**src/core/flags_consts.svh**
```systemverilog
// Constants for the processor flags block: bit positions, reset value, limits
// ============================================================================
// Behaviour
// - Decimal mode sits at bit 3, break at bit 4, index mode at bit 5, overflow at bit 6 and negative at bit 7 of the flags byte.
// - Add and subtract run in binary when decimal mode is 0 and in decimal with automatic correction when it is 1.
// - Only add-with-carry and subtract-with-borrow use decimal arithmetic; all other operations ignore decimal mode.
// - The live break flag always reads 0, and the pushed flags byte carries break as 1 only for the break trap.
// - Index mode 0 works between accumulator and memory; index mode 1 works directly between memory locations.
// - Overflow is set when a signed byte add or subtract leaves the range -128 to +127.
// - The memory-test operation copies memory bit 6 into overflow.
// - Negative is set for a negative arithmetic or transfer result and cleared otherwise.
// - The memory-test operation copies memory bit 7 into negative.
// - Carry, interrupt mask, decimal and index mode have set and clear operations, overflow only a clear, and zero, break and negative none.
// - Carry holds the carry or borrow of the last arithmetic operation and shifts and rotates may change it.
// - Zero is set for a zero arithmetic or transfer result and cleared for any other.
// - While the interrupt mask is 1 every interrupt except the break trap is blocked.
// - After decimal arithmetic the zero, overflow and negative values carry no meaning.
`ifndef FLAGS_CONSTS_SVH
`define FLAGS_CONSTS_SVH

`define FLG_C          3'd0
`define FLG_Z          3'd1
`define FLG_I          3'd2
`define FLG_D          3'd3
`define FLG_B          3'd4
`define FLG_T          3'd5
`define FLG_V          3'd6
`define FLG_N          3'd7
`define FLAGS_RESET    8'h04
`define BYTE_ZERO      8'h00
`define BCD_LIMIT      5'h09
`define BCD_ADJ        5'h06
`define BCD_WRAP       5'h0a
`define NIB_MASK       4'hf

`endif

```
**src/core/flags_pkg.sv**
```systemverilog
// Types shared by the processor flags block
package flags_pkg;
    typedef enum logic [3:0] {
        OP_NONE,
        OP_ADD,
        OP_SUB,
        OP_TRANSFER,
        OP_SHIFT,
        OP_MEM_TEST,
        OP_BREAK,
        OP_FLAG_SET,
        OP_FLAG_CLR,
        OP_FLAGS_LOAD
    } flag_op_t;

    typedef enum logic [2:0] {
        SEL_CARRY,
        SEL_IRQ_MASK,
        SEL_DECIMAL,
        SEL_INDEX,
        SEL_OVERFLOW
    } flag_sel_t;
endpackage

```
**src/core/flags_adder.sv**
```systemverilog
// Byte adder and subtractor with binary and decimal modes
`timescale 1ns/1ps
`default_nettype none
`include "flags_consts.svh"
module flags_adder (
    // Operands
    input  wire logic [7:0] i_a,
    input  wire logic [7:0] i_b,
    input  wire logic       i_carry,
    // Mode
    input  wire logic       i_sub,
    input  wire logic       i_decimal,
    // Result
    output logic      [7:0] o_sum,
    output logic            o_carry,
    output logic            o_overflow
);
    logic [7:0] b_eff;
    logic [8:0] bin_sum;
    logic [4:0] lo;
    logic [4:0] hi;
    logic       lo_c;
    logic       hi_c;

    // Subtract adds the one's complement so carry acts as not-borrow
    assign b_eff   = i_sub ? ~i_b : i_b;
    assign bin_sum = {1'b0, i_a} + {1'b0, b_eff} + {8'h00, i_carry};

    // Decimal correction on each nibble
    always_comb begin
        lo   = {1'b0, i_a[3:0]} + {1'b0, b_eff[3:0]} + {4'h0, i_carry};
        lo_c = 1'b0;
        if (!i_sub && lo > `BCD_LIMIT) begin
            lo   = lo + `BCD_ADJ;
            lo_c = 1'b1;
        end else if (i_sub) begin
            lo_c = lo[4];
            if (!lo[4]) lo = lo - `BCD_ADJ;
        end else begin
            lo_c = lo[4];
        end
        hi   = {1'b0, i_a[7:4]} + {1'b0, b_eff[7:4]} + {4'h0, lo_c};
        hi_c = 1'b0;
        if (!i_sub && hi > `BCD_LIMIT) begin
            hi   = hi + `BCD_ADJ;
            hi_c = 1'b1;
        end else if (i_sub) begin
            hi_c = hi[4];
            if (!hi[4]) hi = hi - `BCD_ADJ;
        end else begin
            hi_c = hi[4];
        end
    end

    // Select binary or corrected decimal result
    always_comb begin
        if (i_decimal) begin
            o_sum   = {hi[3:0], lo[3:0]};
            o_carry = hi_c;
        end else begin
            o_sum   = bin_sum[7:0];
            o_carry = bin_sum[8];
        end
    end

    // Signed range exceeded when operands agree in sign and result differs
    assign o_overflow = (i_a[7] == b_eff[7]) && (bin_sum[7] != i_a[7]);
endmodule // flags_adder
`default_nettype wire

```
**src/core/cpu_status_flags.sv**
```systemverilog
// Processor flags register with its arithmetic and update logic
`timescale 1ns/1ps
`default_nettype none
`include "flags_consts.svh"
module cpu_status_flags (
    // Clock and reset
    input  wire logic               i_ref_clk,
    input  wire logic               i_rst,
    // Operation request
    input  wire logic               i_op_valid,
    input  wire flags_pkg::flag_op_t  i_op,
    input  wire flags_pkg::flag_sel_t i_sel,
    input  wire logic [7:0]         i_acc,
    input  wire logic [7:0]         i_mem,
    input  wire logic [7:0]         i_mem_dst,
    input  wire logic [7:0]         i_result,
    input  wire logic               i_shift_carry,
    input  wire logic [7:0]         i_flags_in,
    // Interrupt request
    input  wire logic               i_irq_req,
    // Results
    output logic      [7:0]         o_flags,
    output logic      [7:0]         o_push_flags,
    output logic      [7:0]         o_alu_result,
    output logic                    o_result_to_mem,
    output logic                    o_irq_take
);
    import flags_pkg::*;

    // ========================================================================
    // Arithmetic
    logic [7:0] flags_r;
    logic [7:0] flags_nxt;
    logic [7:0] lhs;
    logic [7:0] sum;
    logic       sum_c;
    logic       sum_v;
    logic       is_arith;
    logic       dec_en;

    // Index mode picks the left operand
    assign lhs      = flags_r[`FLG_T] ? i_mem_dst : i_acc;
    assign is_arith = (i_op == OP_ADD) || (i_op == OP_SUB);
    assign dec_en   = is_arith && flags_r[`FLG_D];

    flags_adder u_adder (
        .i_a        (lhs),
        .i_b        (i_mem),
        .i_carry    (flags_r[`FLG_C]),
        .i_sub      (i_op == OP_SUB),
        .i_decimal  (dec_en),
        .o_sum      (sum),
        .o_carry    (sum_c),
        .o_overflow (sum_v)
    );

    // Zero and negative from a result byte
    function automatic logic [1:0] zn(input logic [7:0] v);
        zn = {v[7], v == `BYTE_ZERO};
    endfunction

    // ========================================================================
    // Flag update
    always_comb begin
        flags_nxt = flags_r;
        if (i_op_valid) begin
            unique case (i_op)
                OP_ADD, OP_SUB: begin
                    flags_nxt[`FLG_C] = sum_c;
                    flags_nxt[`FLG_V] = sum_v;
                    {flags_nxt[`FLG_N], flags_nxt[`FLG_Z]} = zn(sum);
                end
                OP_TRANSFER: begin
                    {flags_nxt[`FLG_N], flags_nxt[`FLG_Z]} = zn(i_result);
                end
                OP_SHIFT: begin
                    flags_nxt[`FLG_C] = i_shift_carry;
                    {flags_nxt[`FLG_N], flags_nxt[`FLG_Z]} = zn(i_result);
                end
                OP_MEM_TEST: begin
                    flags_nxt[`FLG_V] = i_mem[6];
                    flags_nxt[`FLG_N] = i_mem[7];
                    flags_nxt[`FLG_Z] = ((i_acc & i_mem) == `BYTE_ZERO);
                end
                OP_BREAK: begin
                    flags_nxt[`FLG_I] = 1'b1;
                end
                OP_FLAG_SET: begin
                    unique case (i_sel)
                        SEL_CARRY:    flags_nxt[`FLG_C] = 1'b1;
                        SEL_IRQ_MASK: flags_nxt[`FLG_I] = 1'b1;
                        SEL_DECIMAL:  flags_nxt[`FLG_D] = 1'b1;
                        SEL_INDEX:    flags_nxt[`FLG_T] = 1'b1;
                        default:      flags_nxt = flags_r; // No overflow set
                    endcase
                end
                OP_FLAG_CLR: begin
                    unique case (i_sel)
                        SEL_CARRY:    flags_nxt[`FLG_C] = 1'b0;
                        SEL_IRQ_MASK: flags_nxt[`FLG_I] = 1'b0;
                        SEL_DECIMAL:  flags_nxt[`FLG_D] = 1'b0;
                        SEL_INDEX:    flags_nxt[`FLG_T] = 1'b0;
                        SEL_OVERFLOW: flags_nxt[`FLG_V] = 1'b0;
                        default:      flags_nxt = flags_r;
                    endcase
                end
                OP_FLAGS_LOAD: begin
                    flags_nxt = i_flags_in;
                end
                default: flags_nxt = flags_r;
            endcase
        end
        flags_nxt[`FLG_B] = 1'b0;
    end

    // Flags register
    always_ff @(posedge i_ref_clk) begin
        if (i_rst) flags_r <= `FLAGS_RESET;
        else       flags_r <= flags_nxt;
    end

    // ========================================================================
    // Registered outputs
    always_ff @(posedge i_ref_clk) begin
        if (i_rst) begin
            o_flags      <= `FLAGS_RESET;
            o_push_flags <= `FLAGS_RESET;
        end else begin
            o_flags      <= flags_nxt;
            o_push_flags <= flags_r;
            // Break trap pushes the flags with break marked
            if (i_op_valid && i_op == OP_BREAK)
                o_push_flags[`FLG_B] <= 1'b1;
            else
                o_push_flags[`FLG_B] <= 1'b0;
        end
    end

    // Arithmetic result and its destination
    always_ff @(posedge i_ref_clk) begin
        if (i_rst) begin
            o_alu_result    <= `BYTE_ZERO;
            o_result_to_mem <= 1'b0;
        end else if (i_op_valid && is_arith) begin
            o_alu_result    <= sum;
            o_result_to_mem <= flags_r[`FLG_T];
        end
    end

    // Interrupt gate: break always passes, others only while unmasked
    always_ff @(posedge i_ref_clk) begin
        if (i_rst) o_irq_take <= 1'b0;
        else       o_irq_take <= (i_op_valid && i_op == OP_BREAK)
                                 || (i_irq_req && !flags_r[`FLG_I]);
    end
endmodule // cpu_status_flags
`default_nettype wire

```
**config.mk**
```make
export PLATFORM = sky130hd
export DESIGN_NAME = cpu_status_flags
export DESIGN_NICKNAME = d
export VERILOG_FILES = /design/src/core/flags_pkg.sv /design/src/core/flags_adder.sv /design/src/core/cpu_status_flags.sv
export VERILOG_INCLUDE_DIRS = /design/src /design/src/core
export SDC_FILE = /design/constraint.sdc
export NUM_CORES = 1
export LEC_CHECK = 0
export BUFFER_PORTS_ARGS = -buffer_cell sky130_fd_sc_hd__buf_2
export CAP_MARGIN = 0
export CORE_MARGIN = 3
export CORE_UTILIZATION = 47
export DETAILED_ROUTE_END_ITERATION = 10
export GPL_TIMING_DRIVEN = 1
export PLACE_DENSITY = 0.84
export SKIP_CTS_REPAIR_TIMING = 1
export SLEW_MARGIN = 20
export SYNTH_ARGS = -nofsm -noshare
export SYNTH_HDL_FRONTEND = slang
export SYNTH_SLANG_ARGS = --single-unit
```
**constraint.sdc**
```tcl
create_clock -name i_ref_clk -period 6.75 [get_ports i_ref_clk]
set_input_delay 1.0125 -clock i_ref_clk [delete_from_list [all_inputs] [get_ports i_ref_clk]]
set_output_delay 1.0125 -clock i_ref_clk [all_outputs]
set_load 0.1 [all_outputs]
```
==> results.txt, run 1 <==
status = finished, final reports clean
CTS Root Cell = clkbuf_8
end-of-flow core utilization = 59.9%
CTS tree = done
grt ovf = 0
unrepaired setup endpoints after global routing = no
global-route wire length before repair = 10.4 mm
Seq/Total Area, Yosys = 20.0%
Antenna diodes = 0
CP startpoint kind = input port
Ports = 78
final wirelength = 6.37 mm
crit-path max FO = 5
share of flip-flops with an asynchronous set or reset = 0%
die width = 79.1 um
area growth from synthesis to layout = 18.0%
Vias/cell = 5.65
Final Skew = 6.76 ps
crit path from = i_op[0]
Starting Density = 50.8%
layout cells sized above 1 = 31.5%
clk buf depth = 2
Mapped Area = 0.00251 sq mm
Reg clk slew, reported paths = 80 ps
Post-synth top flop = dfxtp_1
fill count = 471
endpoints failing setup = 0
Synth cell types = 80
peak supply drop = 0.000119 V
H-Tree Depth = 1
Final Hold Viols = 0
die area = 0.00625 sq mm
vias = 2481
total CTS buffers = 3
GP Congestion = 0.877
Req. time, crit path = 6920 ps
dpl hpwl = 5.21 mm
Clock Sinks = 25
largest net degree at the start of global routing = 27
Crit. End Element = flop
period utilization = 95.1%
Hold WC Path Type = reg2reg
GRT Overall Usage = 20.1%
crit path kind = in2reg
port bufs = 75
Post-synth EDFFs = 0
Worst-Margin Slew = 1060 ps
Iter 0 DRT Violations = 164
total of max-cap violations = 0
syn_nets = 369
Yosys warning count = 0
FF+latch count, synth = 25
hold_sp = o_flags[2]
power per cell area = 181 mW/mm^2
simple-gate share of the synthesized area = 22.1%
total area of sequential cells = 500 sq um
# nets final = 441
mux cell area share after synthesis = 7.48%
Die Y = 79.1 um
initial antenna violation count = 0
Routed wire per std cell = 14.5 um
Max Freq = 0.156 GHz
final total power = 535 uW
Synth Area in Compound Gates = 25.2%
Avg Inst Size Synth = 8.33 sq um
Clock Latency Late Sink = 260 ps
antenna viol nets, final = 0
area of the multi-input gates = 0.00180 sq mm
Setup TNS = 0 ps
DRT Pass-1 Iters = 4
Post-Synth Adder-Cell Area = 9.28%
main combinational cell family by area after synthesis = compound AO/OA/AOI/OAI gates
Leakage Power = 1.32 nW
drc violations = 0
post-synthesis xor/xnor area fraction = 7.68%
num rows = 25
minimum clock period = 6420 ps
Rel. slew slack = 29.1%
WP data arrival = 6600 ps
Max Slew Vio Count = 0
vias in the first global route = 2334
Core ar. = 0.00494 sq mm
Synth Instances = 301
WHS = 482 ps
worst r2r src = o_flags[5]
-- worst max-delay path, cell delays in order --
cell	delay [ps]
buf_2	120
nor4b_4	460
xor2_1	190
ha_1	290
nor2b_2	190
o21a_1	200
nor2_1	270
inv_1	80
ha_1	190
nand2b_1	70
a32oi_1	80
and3_1	220
maj3_1	360
or2_2	300
fa_1	410
inv_1	90
fa_1	220
xor2_1	230
inv_2	100
ha_1	200
nor3_1	310
mux2i_1	170
o311ai_2	100
mux2i_1	160
a311o_1	360
a311oi_2	240
-- through the flow --
step / instance area, sq um / worst slack [ps] / cells
floorplan: 2510 / 184 / 301
CTS: 2960 / 348 / 439
detailed placement: 2910 / 98.7 / 435
global route: 2960 / 13.8 / 439
global placement: 2910 / 281 / 435
finish: 2960 / 328 / 439
-- final timing paths --
kind                          end  slack (ps)  depth (start not counted)
setup / recovery       o_flags[7]         330                         26
hold / removal    o_push_flags[2]         480                          2
setup reg to reg       o_flags[7]         930                         24
hold reg to reg   o_push_flags[2]         480                          2
-- synth_stat cells, types with 4 or more instances --
master / number / area share, %
a211oi_1: 6 / 1.8
o211ai_1: 5 / 1.5
mux2_2: 6 / 2.7
dfxtp_1: 25 / 20
nor2_1: 35 / 5.2
buf_6: 4 / 1.8
a32o_1: 4 / 1.6
a221oi_1: 4 / 1.4
inv_1: 15 / 2.2
mux2i_1: 12 / 4.8
nand2_1: 16 / 2.4
clkbuf_1: 4 / 0.60
nor3_1: 7 / 1.4
ha_1: 13 / 6.5
xor2_1: 11 / 3.8
xnor2_1: 11 / 3.8
nor2b_1: 9 / 2.2
a21oi_1: 13 / 2.6
o21ai_0: 9 / 1.8
nand3b_1: 4 / 1.2
buf_2: 6 / 1.2
-- power breakdown --
part           internal (mW)  leakage [nW]  switching (mW)
sequential             0.153         0.203         0.00266
combinational          0.112          1.10           0.181
clock                 0.0417        0.0217          0.0451
total                  0.306          1.32           0.229
-- cell usage in the layout, fill, tap and decap left out, types with 4 or more instances in the layout --
master	synthesis	layout
buf_2	6	75
nor2_1	35	35
dfxtp_1	25	25
nand2_1	16	16
inv_1	15	15
a21oi_1	13	13
ha_1	13	13
mux2i_1	12	12
xor2_1	11	11
xnor2_1	11	11
buf_4	2	11
nor2b_1	9	9
o21ai_0	9	9
nor3_1	7	7
mux2_2	6	6
a211oi_1	6	6
o211ai_1	5	5
nand3b_1	4	4
a32o_1	4	4
a221oi_1	4	4
-- flip-flops by register name (all words and copies together), names as in the netlist --
signal,cells
o_alu_result,8
o_flags,7
o_irq_take,1
o_result_to_mem,1
o_push_flags,8
-- cell families after synthesis --
kind of cell / Yosys count
flops: 25
other cells: 1
fa+ha+maj: 17
buf+inv: 36
simple gates: 101
compound gates: 81
xor+xnor: 22
mux: 18
-- metal layers --
metal | share of wire, % | up-vias | track usage (%)
li1 | - | 1243 | -
met3 | 8.1 | 12 | 2.38
met5 | 0 | - | 0
met1 | 45 | 1120 | 26.1
met4 | 1.4 | 0 | 3.95
met2 | 45 | 106 | 35.6
-- layout make-up --
type | instances | area share (%)
multi-input cells | 240 | 61.0
flip-flops and latches | 25 | 16.9
repair buffers | 86 | 15.5
well taps | 67 | 2.83
inverters | 17 | 2.16
clock buffers | 3 | 1.40
clock inverters | 1 | 0.254
Note: power is estimated with default switching activity, not from simulation.
==> inputs of run 2 (changes only) <==
--- a/config.mk
+++ b/config.mk
@@ -6,13 +6,14 @@
 export SDC_FILE = /design/constraint.sdc
 export NUM_CORES = 1
 export LEC_CHECK = 0
+export ABC_AREA = 1
 export BUFFER_PORTS_ARGS = -buffer_cell sky130_fd_sc_hd__buf_2
 export CAP_MARGIN = 0
 export CORE_MARGIN = 3
 export CORE_UTILIZATION = 47
 export DETAILED_ROUTE_END_ITERATION = 10
 export GPL_TIMING_DRIVEN = 1
-export PLACE_DENSITY = 0.84
+export PLACE_DENSITY = 0.85
 export SKIP_CTS_REPAIR_TIMING = 1
 export SLEW_MARGIN = 20
 export SYNTH_ARGS = -nofsm -noshare
==> results.txt, run 2 <==
status = finished, final reports clean (unchanged)
area growth from synthesis to layout = 18.9% (was 18.0%)
GP Congestion = 0.905 (was 0.877)
end-of-flow core utilization = 59.0% (was 59.9%)
Post-synth top flop = dfxtp_1 (unchanged)
share of flip-flops with an asynchronous set or reset = 0% (unchanged)
CP most frequent cell = nand2_1 (was ha_1)
CP startpoint kind = input port (unchanged)
most frequent cells in the layout = nand2_1 (80), buf_2 (75), inv_1 (68) (was buf_2 (75), nor2_1 (35), dfxtp_1 (25))
ranking of synthesized cells by area = dfxtp_1 (21%), nand2_1 (12%), inv_1 (11%) (was dfxtp_1 (20%), ha_1 (6.5%), nor2_1 (5.2%))
Req. time, crit path = 6950 ps (was 6920 ps)
peak supply drop = 0.0000953 V (was 0.000119 V)
CP top delay family = simple AND/OR/NAND/NOR gates (unchanged)
unrepaired setup endpoints after global routing = no (unchanged)
WP data arrival = 5590 ps (was 6600 ps)
dpl hpwl = 5.28 mm (was 5.21 mm)
Synth cell types = 44 (was 80)
Routed wire per std cell = 12.1 um (was 14.5 um)
port bufs = 75 (unchanged)
Die Y = 77.6 um (was 79.1 um)
vias = 2660 (was 2481)
final total power = 564 uW (was 535 uW)
Worst Reg2Reg Path Length in Cells = 31 (was 24)
H-Tree Depth = 1 (unchanged)
clk buf depth = 2 (unchanged)
Synth Instances = 378 (was 301)
Critical Path Stages = 35 (was 26)
Crit. End Element = flop (unchanged)
area leader, netlist = dfxtp_1 (unchanged)
endpoints failing setup = 0 (unchanged)
Hold WC Path Type = reg2reg (unchanged)
crit-path max FO = 5 (unchanged)
area of the multi-input gates = 0.00156 sq mm (was 0.00180 sq mm)
Setup TNS = 0 ps (unchanged)
num rows = 25 (unchanged)
FF+latch count, synth = 25 (unchanged)
Max Freq = 0.185 GHz (was 0.156 GHz)
power per cell area = 197 mW/mm^2 (was 181 mW/mm^2)
Post-synth EDFFs = 0 (unchanged)
die width = 77.6 um (was 79.1 um)
CTS Root Cell = clkbuf_8 (unchanged)
Leakage Power = 1.59 nW (was 1.32 nW)
Rel. slew slack = 51.8% (was 29.1%)
period utilization = 79.9% (was 95.1%)
vias in the first global route = 2586 (was 2334)
Starting Density = 49.7% (was 50.8%)
Vias/cell = 5.16 (was 5.65)
syn_nets = 446 (was 369)
total CTS buffers = 3 (unchanged)
Yosys warning count = 0 (unchanged)
crit path kind = in2reg (unchanged)
Final Hold Viols = 0 (unchanged)
Seq/Total Area, Yosys = 20.8% (was 20.0%)
antenna viol nets, final = 0 (unchanged)
global-route wire length before repair = 10.7 mm (was 10.4 mm)
fill count = 481 (was 471)
Clock Sinks = 25 (unchanged)
layout cells sized above 1 = 24.7% (was 31.5%)
# nets final = 518 (was 441)
CTS tree = done (unchanged)
Mapped Area = 0.00241 sq mm (was 0.00251 sq mm)
total area of sequential cells = 500 sq um (unchanged)
minimum clock period = 5390 ps (was 6420 ps)
Post-synth top cells = nand2_1 (80), inv_1 (68), nand3_1 (31) (was nor2_1 (35), dfxtp_1 (25), nand2_1 (16))
grt ovf = 0 (unchanged)
Core ar. = 0.00485 sq mm (was 0.00494 sq mm)
largest net degree at the start of global routing = 16 (was 27)
Ports = 78 (unchanged)
initial antenna violation count = 0 (unchanged)
Iter 0 DRT Violations = 128 (was 164)
slowest stage cell, crit path = fa_1 (was nor4b_4)
commonest non-fill, non-tap cell in the layout = nand2_1 (was buf_2)
DRT Pass-1 Iters = 5 (was 4)
most frequent cell after synthesis = nand2_1 (was nor2_1)
Max Slew Vio Count = 0 (unchanged)
die area = 0.00602 sq mm (was 0.00625 sq mm)
Clock Latency Late Sink = 260 ps (about the same)
total of max-cap violations = 0 (unchanged)
Worst-Margin Slew = 721 ps (was 1060 ps)
Hold Path Depth = 2 (unchanged)
reg2reg setup slack = 1820 ps (was 930 ps)
worst path bufs/invs = 5 (was 4)
drc violations = 0 (unchanged)
Reg clk slew, reported paths = 80 ps (about the same)
Final Skew = 3.21 ps (was 6.76 ps)
Avg Inst Size Synth = 6.37 sq um (was 8.33 sq um)
Largest regs = o_alu_result: 8 flops, o_push_flags: 8 flops, o_flags: 7 flops (unchanged)
final wirelength = 6.27 mm (was 6.37 mm)
GRT Overall Usage = 21.3% (was 20.1%)
post-synth top area share = 20.8% (was 20.0%)
Antenna diodes = 0 (unchanged)
worst stage delay on the critical path = 480 ps (was 460 ps)
run 2: cell types whose count changed after synthesis, moves of 9 or more:
cell     change
nand3_1     +28
nand2_1     +64
nand2_2      +9
nor2b_1      -9
nor2_1       -9
inv_1       +53
mux2i_1     -11
o21ai_0     +16
run 2: through the flow:
stage	std cells	setup slack (ps)	hold slack (ps)	area (sq um)
floorplan	378	1630	469	2410
global placement	512	1220	432	2820
detailed placement	512	1120	435	2820
CTS	516	1380	452	2860
global route	516	926	491	2860
finish	516	1360	446	2860
run 2: path summary, 6_finish.rpt:
path	to	from
max	o_flags[1]	i_op[0]
min	o_push_flags[1]	o_flags[1]
max reg2reg	o_flags[1]	o_flags[5]
min reg2reg	o_push_flags[1]	o_flags[1]
run 2: kinds of logic (layout without fill, tap and decap cells):
family	count (synthesis)	count (layout)	share of synthesized area [%]
adders and majority gates	16	16	9.25
AOI/OAI and AO/OA	71	71	18.2
muxes	1	1	0.416
DFF	25	25	20.8
other	1	1	0.156
xor gates and xnor gates	13	13	5.04
buffers and inverters	84	155	14.2
and+or+nand+nor	167	167	31.9
run 2: per-layer routing:
layer  global-route usage [%]  up-vias  routed length, um
met2                     37.3      110               3040
met3                     4.29       14                434
met5                        0        -                  0
met4                     6.58        0                131
met1                     26.1     1180               2660
li1                         -     1356                  -
run 2: power by group:
group | internal, mW | switching [mW]
clock network | 0.0421 | 0.0428
registers | 0.154 | 0.00418
logic | 0.103 | 0.218
run 2: final cells by class:
| cell class | count | area share, % |
|---|---|---|
| Sequential cell | 25 | 17.5 |
| Clock buffer | 4 | 1.57 |
| Multi-Input combinational cell | 269 | 54.7 |
| Tap cell | 67 | 2.93 |
| Timing Repair Buffer | 76 | 13.4 |
| Inverter | 75 | 9.97 |
run 2: tightest hold or removal path: stages, from the launching register on:
cell and delay (ps):
dfxtp_1 330, inv_1 50, nor2_1 30
